==> config.mk <==
export PLATFORM = sky130hd
export DESIGN_NAME = windowed_supervisor_timer
export DESIGN_NICKNAME = d
export VERILOG_FILES = /design/src/shared/supervisor_pkg.sv /design/src/logic/windowed_supervisor_timer.sv
export SDC_FILE = /design/constraint.sdc
export NUM_CORES = 1
export LEC_CHECK = 0
export ABC_AREA = 1
export BUFFER_PORTS_ARGS = -buffer_cell sky130_fd_sc_hd__buf_2
export CAP_MARGIN = 25
export CORE_MARGIN = 10
export CORE_UTILIZATION = 47
export DETAILED_ROUTE_END_ITERATION = 12
export HOLD_SLACK_MARGIN = 0.1
export PLACE_DENSITY_LB_ADDON = 0.3
export SLEW_MARGIN = 20
export SYNTH_ARGS = -nofsm -noshare
export SYNTH_HDL_FRONTEND = slang
export SYNTH_SLANG_ARGS = --single-unit
export TNS_END_PERCENT = 10
==> constraint.sdc <==
create_clock -name clock -period 2.1 [get_ports clock]
set_input_delay 0.21 -clock clock [delete_from_list [all_inputs] [get_ports clock]]
set_output_delay 0.21 -clock clock [all_outputs]
set_load 0.02 [all_outputs]
==> src/shared/supervisor_pkg.sv <==
package supervisor_pkg;

    localparam int unsigned ADDR_W = 6;
    localparam int unsigned DATA_W = 32;
    localparam int unsigned CNT_W  = 24;

    localparam logic [ADDR_W-1:0] OFS_CONTROL   = 6'h00;
    localparam logic [ADDR_W-1:0] OFS_TIMEOUT   = 6'h04;
    localparam logic [ADDR_W-1:0] OFS_FEED      = 6'h08;
    localparam logic [ADDR_W-1:0] OFS_COUNT     = 6'h0C;
    localparam logic [ADDR_W-1:0] OFS_WARNING   = 6'h10;
    localparam logic [ADDR_W-1:0] OFS_WINDOW    = 6'h14;
    localparam logic [ADDR_W-1:0] OFS_STATUS    = 6'h18;
    localparam logic [ADDR_W-1:0] OFS_MASK      = 6'h1C;
    localparam logic [ADDR_W-1:0] OFS_RST_CAUSE = 6'h20;

    localparam int unsigned CTRL_ENABLE_BIT  = 0;
    localparam int unsigned CTRL_RST_SEL_BIT = 1;
    localparam int unsigned CTRL_WIN_EN_BIT  = 2;

    localparam int unsigned STAT_W           = 3;
    localparam int unsigned STAT_TIMEOUT_BIT = 0;
    localparam int unsigned STAT_WARNING_BIT = 1;
    localparam int unsigned STAT_FEED_BIT    = 2;

    localparam logic [DATA_W-1:0] FEED_KEY_FIRST  = 32'h0000_00AA;
    localparam logic [DATA_W-1:0] FEED_KEY_SECOND = 32'h0000_0055;

    localparam logic [CNT_W-1:0] TIMEOUT_MIN   = 24'h00_00FF;
    localparam logic [CNT_W-1:0] TIMEOUT_RESET = 24'hFF_FFFF;
    localparam logic [CNT_W-1:0] WARNING_RESET = 24'h00_0000;
    localparam logic [CNT_W-1:0] WINDOW_RESET  = 24'hFF_FFFF;

    localparam int unsigned PRE_W = 2;
    localparam logic [PRE_W-1:0] PRESCALE_LAST = 2'h3;

    localparam int unsigned RST_PULSE_W = 4;
    localparam logic [RST_PULSE_W-1:0] RST_PULSE_CYCLES = 4'hF;

endpackage : supervisor_pkg

==> src/logic/windowed_supervisor_timer.sv <==
`timescale 1ns/1ps

module windowed_supervisor_timer (
    input  wire logic                              clock,
    input  wire logic                              rst,
    input  wire logic                              supervisor_tick_clock,
    input  wire logic [supervisor_pkg::ADDR_W-1:0] addr,
    input  wire logic [supervisor_pkg::DATA_W-1:0] wr_data,
    input  wire logic                              wr_en,
    input  wire logic                              rd_en,
    output logic      [supervisor_pkg::DATA_W-1:0] rd_data,
    output logic                                   irq,
    output logic                                   chip_reset
);
    import supervisor_pkg::*;

    function automatic logic [DATA_W-1:0] widen_cnt(input logic [CNT_W-1:0] v);
        widen_cnt = {{(DATA_W-CNT_W){1'b0}}, v};
    endfunction : widen_cnt

    function automatic logic [DATA_W-1:0] widen_stat(input logic [STAT_W-1:0] v);
        widen_stat = {{(DATA_W-STAT_W){1'b0}}, v};
    endfunction : widen_stat

    // The oscillator tick is foreign to the bus clock, so it passes two flops first.
    logic                   tick_meta_q;
    logic                   tick_sync_q;
    logic                   tick_prev_q;
    logic [PRE_W-1:0]       pre_q;
    logic [PRE_W-1:0]       pre_d;
    logic [CNT_W-1:0]       count_q;
    logic [CNT_W-1:0]       count_d;
    logic [CNT_W-1:0]       timeout_q;
    logic [CNT_W-1:0]       timeout_d;
    logic [CNT_W-1:0]       warning_q;
    logic [CNT_W-1:0]       window_q;
    logic                   enable_q;
    logic                   enable_d;
    logic                   rst_sel_q;
    logic                   rst_sel_d;
    logic                   win_en_q;
    logic                   armed_q;
    logic                   armed_d;
    logic [STAT_W-1:0]      status_q;
    logic [STAT_W-1:0]      status_d;
    logic [STAT_W-1:0]      mask_q;
    logic                   cause_q;
    logic                   cause_d;
    logic [RST_PULSE_W-1:0] pulse_q;
    logic [RST_PULSE_W-1:0] pulse_d;

    wire tick_edge = tick_sync_q & ~tick_prev_q;
    wire pre_tick  = tick_edge & enable_q & (pre_q == PRESCALE_LAST);

    wire sel_control = (addr == OFS_CONTROL);
    wire sel_timeout = (addr == OFS_TIMEOUT);
    wire sel_feed    = (addr == OFS_FEED);
    wire sel_count   = (addr == OFS_COUNT);
    wire sel_warning = (addr == OFS_WARNING);
    wire sel_window  = (addr == OFS_WINDOW);
    wire sel_status  = (addr == OFS_STATUS);
    wire sel_mask    = (addr == OFS_MASK);
    wire sel_cause   = (addr == OFS_RST_CAUSE);

    wire wr_control = wr_en & sel_control;
    wire wr_feed    = wr_en & sel_feed;
    wire key_first  = (wr_data == FEED_KEY_FIRST);
    wire key_second = (wr_data == FEED_KEY_SECOND);
    wire any_access = wr_en | rd_en;

    // Reload before the minimum time: the counter is still above the window value.
    wire window_bad = win_en_q & (count_q > window_q);
    wire seq_done   = armed_q & wr_feed & key_second;
    wire seq_broken = (armed_q & any_access & ~(wr_feed & key_second))
                    | (~armed_q & wr_feed & ~key_first);
    wire bad_feed   = enable_q & (seq_broken | (seq_done & window_bad));
    wire good_feed  = enable_q & seq_done & ~window_bad;
    wire expire     = pre_tick & (count_q == '0);
    wire fault      = expire | bad_feed;
    wire warn_hit   = pre_tick & (count_q == warning_q) & (count_q != '0);

    wire [CNT_W-1:0] wr_cnt = wr_data[CNT_W-1:0];
    // Values below the minimum are raised to it so the shortest period stays 256x4 ticks.
    wire [CNT_W-1:0] wr_timeout = (wr_cnt < TIMEOUT_MIN) ? TIMEOUT_MIN : wr_cnt;

    wire [STAT_W-1:0] status_set = {bad_feed & ~rst_sel_q, warn_hit, expire & ~rst_sel_q};
    wire [STAT_W-1:0] status_clr = (wr_en & sel_status) ? wr_data[STAT_W-1:0] : '0;

    wire [DATA_W-1:0] ctrl_view = widen_stat({win_en_q, rst_sel_q, enable_q});
    wire [DATA_W-1:0] rd_mux =
        sel_control ? ctrl_view :
        sel_timeout ? widen_cnt(timeout_q) :
        sel_count   ? widen_cnt(count_q) :
        sel_warning ? widen_cnt(warning_q) :
        sel_window  ? widen_cnt(window_q) :
        sel_status  ? widen_stat(status_q) :
        sel_mask    ? widen_stat(mask_q) :
        sel_cause   ? {{(DATA_W-1){1'b0}}, cause_q} : '0;

    // Enable and reset-select are set-only; a fault drops enable so the next start is clean.
    assign enable_d  = fault ? 1'b0 : (enable_q | (wr_control & wr_data[CTRL_ENABLE_BIT]));
    assign rst_sel_d = rst_sel_q | (wr_control & wr_data[CTRL_RST_SEL_BIT]);
    assign armed_d   = enable_q & ~armed_q & wr_feed & key_first;
    assign pre_d     = tick_edge & enable_q ? pre_q + 1'b1 : pre_q;
    assign timeout_d = (wr_en & sel_timeout) ? wr_timeout : timeout_q;
    assign count_d   = (good_feed | fault) ? timeout_q :
                       pre_tick ? count_q - 1'b1 : count_q;
    assign status_d  = (status_q & ~status_clr) | status_set;
    // A fault in the same cycle as the clear write keeps the flag set.
    assign cause_d   = (cause_q & ~(wr_en & sel_cause & wr_data[0])) | (fault & rst_sel_q);
    assign pulse_d   = (fault & rst_sel_q) ? RST_PULSE_CYCLES :
                       (pulse_q != '0) ? pulse_q - 1'b1 : pulse_q;

    always_ff @(posedge clock) begin
        tick_meta_q <= supervisor_tick_clock;
        tick_sync_q <= tick_meta_q;
        tick_prev_q <= tick_sync_q;
    end

    always_ff @(posedge clock) begin
        if (rst) begin
            pre_q     <= '0;
            count_q   <= TIMEOUT_RESET;
            timeout_q <= TIMEOUT_RESET;
            enable_q  <= 1'b0;
            rst_sel_q <= 1'b0;
            armed_q   <= 1'b0;
        end else begin
            pre_q     <= pre_d;
            count_q   <= count_d;
            timeout_q <= timeout_d;
            enable_q  <= enable_d;
            rst_sel_q <= rst_sel_d;
            armed_q   <= armed_d;
        end
    end

    always_ff @(posedge clock) begin
        if (rst) begin
            warning_q <= WARNING_RESET;
            window_q  <= WINDOW_RESET;
            win_en_q  <= 1'b0;
            mask_q    <= '0;
        end else begin
            if (wr_en & sel_warning) begin
                warning_q <= wr_cnt;
            end
            if (wr_en & sel_window) begin
                window_q <= wr_cnt;
            end
            if (wr_control) begin
                win_en_q <= wr_data[CTRL_WIN_EN_BIT];
            end
            if (wr_en & sel_mask) begin
                mask_q <= wr_data[STAT_W-1:0];
            end
        end
    end

    always_ff @(posedge clock) begin
        if (rst) begin
            status_q   <= '0;
            cause_q    <= 1'b0;
            pulse_q    <= '0;
            chip_reset <= 1'b0;
            irq        <= 1'b0;
            rd_data    <= '0;
        end else begin
            status_q   <= status_d;
            cause_q    <= cause_d;
            pulse_q    <= pulse_d;
            chip_reset <= (pulse_d != '0);
            irq        <= |(status_d & mask_q);
            rd_data    <= rd_en ? rd_mux : '0;
        end
    end

endmodule : windowed_supervisor_timer

==> results.txt, run 1 <==
----------------------------------------------------
[Global routing]
  Maximum number of pins on one net before global-route repair ... 69
  GR Overflow Total ... 0
  Vias in the first global route ... about 7000
  Initial antenna violation count ... 0
  Global-route wire length before repair ... 36700 um
  All-Layer GR Usage ... approximately a fifth

[Worst setup path]
  Type of the setup path with the least slack ... register to register
  Worst path slowest cell ... dfxtp_1
  Worst setup path startpoint ... window_q[15]
  Required time of the critical path ... between 2 and 2.5 ns
  Beginning of the worst register-to-register path ... window_q[15]
  Data arrival time at the worst-slack endpoint ... around 2.3 ns
  Crit path cell chain ... inv_2 > ha_4 > nand2_1 > nor2_2 > nand4_1 > nor2_1 > nand2_1 > nand2_1 > nor2_1 > nand2_1 > nand3_2 > nand2_4 > inv_1 > nor2_1 > nor2_1
  Cells on worst reg2reg path ... 15
  Critical Path Fanout Max ... 5
  Startpoint class of the critical path ... register
  Endpoint class of the critical path ... register
  Largest stage delay, worst path ... between 0.3 and 0.4 ns

[Power]
  Standby leakage power ... about 4.3 nW
  Worst ir drop on vdd ... ~0.57 mV
  Total power divided by cell area ... approximately 730 nW/um^2
  Power consumption ... between 6 and 7 mW

[Drt]
  Top layer reached by signal wires ... met4
  Overall routed net length ... ~23000 um
  Remaining antenna violation count after routing ... 0
  Met1 Routed Length ... 10300 um
  Wire length per cell after detailed routing ... around 17 um
  Routed length on met2 ... 10900 um
  Wire length on met3 ... approximately 1700 um
  Number of remaining DRC errors ... 0
  Overall via count from detail_route ... around 7400
  First-pass iteration count of the detailed router ... 6
  Drt first-iter violations ... 809
  Vias per cell ... approximately 5.4

[STA]
  Highest clock frequency the design can meet ... between 400 and 500 MHz
  Slew of the pin with the lowest slew margin ... roughly 0.56 ns
  Worst-case headroom to the max-slew limit ... between 60% and 70%
  Time the final worst path needs with I/O delays and setup ... 2.00 ns
  Final setup viols ... 0
  Worst hold-check slack ... between 0.1 and 0.15 ns
  Fraction of the cycle the final worst path needs ... approximately 95%
  Max Slew Vio Count ... 0
  Worst Skew ... slightly below 0.008 ns
  Endpoints failing hold ... 0
  Unrepaired setup endpoints after global routing ... yes

[Place]
  Number of I/O port buffers ... slightly below 70
  Routability congestion estimate ... between 0.9 and 1
  Hpwl dp ... approximately 16000 um
  Post-Place Cells ... approximately 1300

[Clock network]
  CTS buffer count ... 17
  Sinks on Clock Net ... 142
  Clk buf depth ... 2
  Clock-pin slew of the registers on the worst-case setup and hold paths ... around 0.060 ns
  Clock latency reported for the late side of the worst-skew pair ... 0.43 ns
  Clock tree root buffer cell ... clkbuf_16
  TritonCTS clock tree ... built
  Count of H-tree levels built during CTS ... 4

[Run]
  Max_cap viols ... 0

[Synth]
  Total of warnings raised by yosys ... 0
  Sequential-to-total area share from yosys stat ... roughly two fifths
  Gate count of the mapped netlist ... a little over 1000
  FF+latch count, synth ... roughly 140
  Post-synthesis instance area ... around 7400 sq um
  Top FF cell, synth ... dfxtp_1
  Post-synth ARST share ... 0%
  Count of distinct cell types in the synthesized netlist ... 40
  EDFF count, synth ... 0
  Average instance area after synthesis ... 7.23 sq um

[Die]
  Starting density of the core ... between 40 and 50%
  Number of top-level pins ... 77
  Floorplan row count ... 45
  Total Die Area ... between 20000 and 25000 sq um
  Die boundary height ... roughly 150 um
  Std-Cell Core Area ... roughly 15000 sq um
  Die width ... 146 um

[Layout]
  Count of non-filler cells in the finished layout ... 1369
  Combined flip-flop and latch cell area ... around 2800 sq um
  Layout-stage area growth over the synthesis result ... 24.9%
  Diodes inserted ... 0
  Post-layout nets ... between 1000 and 1500
  Multi-input gate area ... 3940 sq um
  Fill cell count ... 1408
  Share of layout cells above drive strength 1 ... 18.8%

[Min path]
  Number of cells on the worst hold path ... 3
  Start point of the worst min-delay path ... wr_data[1]
  Hold Path Class ... input pin to register

[Status]
  Status ... complete, no violations

----------------------------------------------------
==> path summary, 6_finish.rpt <==
check | slack (ns) | end
setup / recovery | 0.1 | pulse_q[0]
hold / removal | 0.13 | timeout_q[1]
setup reg to reg | 0.1 | pulse_q[0]
hold reg to reg | 0.33 | tick_sync_q
==> placed cells by master, fill, tap and decap left out, drive strengths merged, types with 27 or more instances in the layout <==
cell type,n
nand2,206
o211ai,28
nor2,118
nand3,53
inv,122
ha,27
dfxtp,142
o21ai,79
a21oi,75
buf,126
==> through the flow <==
stage	area (sq um)	worst slack [ns]	setup TNS (ns)	utilization [%]
after global routing	9290	-0.0612	-0.275	60.4
after floorplan	7460	0.291	0	-
after global placement	8270	0.0936	0	53.8
after CTS	9160	0.00370	0	59.6
after detailed placement	8270	0.0222	0	53.8
final	9290	0.0991	0	60.4
==> per-layer routing <==
metal	vias up	track usage, %
met3	25	4.35
met1	3467	27.1
li1	3632	-
met2	305	34.2
met5	-	0
met4	0	5.66
==> worst max-delay path, delay by kind of cell (launching register included) <==
family / cells / cell delay [ns]
simple gates: 12 / 1.15
flops: 1 / 0.34
fa+ha+maj: 1 / 0.27
buf+inv: 2 / 0.12
==> layout make-up <==
| cell class | count | area share, % |
|---|---|---|
| multi-input combinational | 714 | 42.5 |
| sequential | 142 | 30.6 |
| timing repair buffer | 147 | 11.8 |
| clock buffer | 22 | 5.32 |
| inverter | 123 | 4.97 |
| tap | 211 | 2.84 |
| clock inverter | 10 | 1.95 |
==> kinds of logic (layout without fill, tap and decap cells) <==
kind of cell | Yosys count | in the layout | share of synthesized area [%]
mux | 1 | 1 | 0.135
other cells | 1 | 8 | 0.0504
xor+xnor | 35 | 35 | 4.12
simple gates | 413 | 413 | 24.4
flops | 142 | 142 | 38.2
buf+inv | 179 | 302 | 10.4
compound gates | 230 | 230 | 18.2
fa+ha+maj | 27 | 27 | 4.54
==> power breakdown <==
group          total, mW  leakage [nW]  internal [mW]  switching, mW
Combinational      0.567          2.87          0.214          0.353
Sequential          2.78          1.15           2.75         0.0306
Clock               3.44         0.332           2.26           1.18
Total               6.79          4.35           5.23           1.57
==> cells in the mapped netlist, types with 19 or more instances <==
library cell,number,share of area (%)
ha_1,27,4.5
o22ai_1,19,1.6
dfxtp_1,142,38
nand2_1,190,9.6
o21ai_0,73,4.9
xor2_1,22,2.6
a21oi_1,73,4.9
clkbuf_1,28,1.4
nand3_1,51,3.4
inv_1,118,6.0
nand4_1,21,1.8
nor2_1,104,5.3
o211ai_1,28,2.8
==> flip-flops by register name (all words and copies together), names as in the netlist <==
register / count
count_q: 24
mask_q: 3
pulse_q: 4
warning_q: 24
pre_q: 2
timeout_q: 24
irq: 1
armed_q: 1
tick_prev_q: 1
chip_reset: 1
tick_sync_q: 1
tick_meta_q: 1
rd_data: 24
enable_q: 1
status_q: 3
window_q: 24
cause_q: 1
rst_sel_q: 1
win_en_q: 1
==> what timing repair did <==
action | 4_1_cts | 5_1_grt
pin swaps | 0 | 9
setup buffers | 0 | 6
hold endpoints to repair | 53 | 0
hold buffers | 21 | 0
resized for setup | 1 | 23
gates cloned | 0 | 0
endpoints found under the setup margin | 4 | 32
Note: power is estimated with default switching activity, not from simulation.
==> inputs of run 2 (changes only) <==
- clock period: 2.1 -> 2.3 ns (I/O delays scaled with it)
==> run 2 against run 1 <==
  * Routed wire length is 5.8% lower
  * Non-clock buffer count is 29 lower
  * Critical path depth fell by 4
  * Final area is 4.7% lower
  * Total power decreased by 14%
  * Register-to-register slack gained 0.04 ns
  * Clock skew hardly changed
  * Via count fell by 3.6%
  * Critical endpoint is now count_q[13]
  * Largest cell class unchanged
  * Combinational power shrank 9.7%
  * Setup slack worse by 0.029 ns
  * First-iteration DRC count decreased by 11%
==> results.txt, run 2 (same netlist as run 1, synthesis figures left out) <==
----------------------------------------------------
[Die]
  Std-Cell Core Area ... around 15000 sq um
  Number of top-level pins ... 77
  Starting density of the core ... about half
  Total Die Area ... about 21000 sq um
  Die boundary height ... 146 um
  Die width ... approximately 150 um
  Floorplan row count ... between 40 and 50

[Clock network]
  Clock tree root buffer cell ... clkbuf_16
  Clock-pin slew of the registers on the worst-case setup and hold paths ... about 0.060 ns
  Sinks on Clock Net ... between 100 and 150
  Clock latency reported for the late side of the worst-skew pair ... 0.42 ns
  Count of H-tree levels built during CTS ... 4
  CTS buffer count ... 17
  TritonCTS clock tree ... built
  Clk buf depth ... 2

[STA]
  Highest clock frequency the design can meet ... 448 MHz
  Worst Skew ... between 0.008 and 0.009 ns
  Worst hold-check slack ... 0.126 ns
  Max Slew Vio Count ... 0
  Final setup viols ... 0
  Slew of the pin with the lowest slew margin ... roughly 0.62 ns
  Endpoints failing hold ... 0
  Fraction of the cycle the final worst path needs ... a little over nine tenths
  Unrepaired setup endpoints after global routing ... yes
  Time the final worst path needs with I/O delays and setup ... about 2.2 ns
  Worst-case headroom to the max-slew limit ... just under 60%

[Drt]
  Vias per cell ... between 5 and 6
  Number of remaining DRC errors ... 0
  Wire length per cell after detailed routing ... roughly 16 um
  First-pass iteration count of the detailed router ... 5
  Remaining antenna violation count after routing ... 0
  Drt first-iter violations ... 719
  Overall routed net length ... between 20000 and 25000 um
  Overall via count from detail_route ... about 7000

[Power]
  Total power divided by cell area ... between 600 and 700 nW/um^2
  Worst ir drop on vdd ... approximately 0.56 mV
  Standby leakage power ... ~4.1 nW

[Layout]
  Post-layout nets ... 1186
  Share of layout cells above drive strength 1 ... approximately 16%
  Multi-input gate area ... between 3000 and 4000 sq um
  Count of non-filler cells in the finished layout ... ~1300
  Post-route cell area ... 8850 sq um
  Fill cell count ... 1457
  Final core utilization ... a little under three fifths
  Most frequent standard cell in the layout excluding fill and tap cells ... nand2_1
  Diodes inserted ... 0
  Combined flip-flop and latch cell area ... approximately 2800 sq um
  Commonest cells after routing, fill and taps aside ... nand2_1 (189), dfxtp_1 (142), inv_1 (117)
  Layout-stage area growth over the synthesis result ... 19.1%

[Global routing]
  Initial antenna violation count ... 0
  Vias in the first global route ... roughly 6800
  Global-route wire length before repair ... ~35000 um
  Maximum number of pins on one net before global-route repair ... 94
  GR Overflow Total ... 0
  All-Layer GR Usage ... around a fifth

[Status]
  Status ... complete, no violations

[Place]
  Routability congestion estimate ... 0.935
  Placed Area ... between 8000 and 9000 sq um
  Number of I/O port buffers ... 68
  Hpwl dp ... ~16000 um
  Post-Place Cells ... roughly 1300

[Worst setup path]
  Type of the setup path with the least slack ... input pin to register
  Startpoint class of the critical path ... input pin
  Data arrival time at the worst-slack endpoint ... between 2 and 3 ns
  Required time of the critical path ... approximately 2.6 ns
  Endpoint class of the critical path ... register
  Critical Path Fanout Max ... 14

[Min path]
  Hold Path Class ... input pin to register

[Run]
  Max_cap viols ... 0

----------------------------------------------------
[run 2: cell types whose count changed in the layout (fill, tap and decap cells not counted), sizes merged]
cell         previous run  this run
clkbuf                 22        19
buf                   126        98
dlygate4sd3            21        19
clkinvlp                1         2
bufinv                  5         3
clkinv                  5         9
inv                   122       123
[run 2: per-stage QoR]
stage                     power [mW]  TNS [ns]  setup slack (ns)
final                           5.86         0            0.0698
after global routing            6.07   -0.0376           -0.0345
after CTS                       5.89         0             0.110
after detailed placement        3.07         0             0.191
after global placement          3.06         0             0.261
after floorplan                 2.92         0             0.491
[run 2: final timing paths]
kind / start / endpoint / slack (ns) / cells past startpoint
worst max-delay path: wr_data[4] / count_q[13] / 0.07 / 11
worst min-delay path: wr_data[5] / window_q[5] / 0.13 / 3
worst min register to register: tick_meta_q / tick_sync_q / 0.33 / 0
worst max register to register: count_q[0] / count_q[13] / 0.14 / 14
[run 2: layout make-up]
type / count / area share, %
clock buffers: 18 / 4.85
multi-input cells: 714 / 43.7
flip-flops and latches: 142 / 32.1
clock inverters: 14 / 1.91
well taps: 211 / 2.98
repair buffers: 118 / 9.19
inverters: 123 / 5.24
[run 2: critical path, cell delays in order]
cell	delay, ns
dlygate4sd3_1	0.54
buf_2	0.16
nor3_1	0.45
nand3_1	0.14
o21ai_1	0.14
nand2_1	0.08
nand2_2	0.09
nand3_2	0.18
buf_12	0.22
o21ai_0	0.18
nand3_1	0.09
[run 2: power breakdown]
| part | switching (mW) | internal (mW) | leakage, nW |
|---|---|---|---|
| clock network | 1.11 | 1.71 | 0.290 |
| registers | 0.0270 | 2.51 | 1.15 |
| logic | 0.321 | 0.191 | 2.70 |
| total | 1.45 | 4.41 | 4.14 |
[run 2: timing repair]
| action | CTS | global route |
|---|---|---|
| endpoints found under the setup margin | 0 | 22 |
| setup buffers | 0 | 0 |
| hold endpoints to repair | 41 | 0 |
| hold buffers | 19 | 0 |
| resized for setup | 0 | 6 |
[run 2: metal layers]
| layer | track usage, % | wire length (um) | vias to the layer above |
|---|---|---|---|
| li1 | - | - | 3568 |
| met3 | 4.72 | 1590 | 21 |
| met1 | 26.1 | 9850 | 3323 |
| met4 | 5.66 | 380 | 0 |
| met2 | 32.0 | 10000 | 250 |
| met5 | 0 | 0 | - |
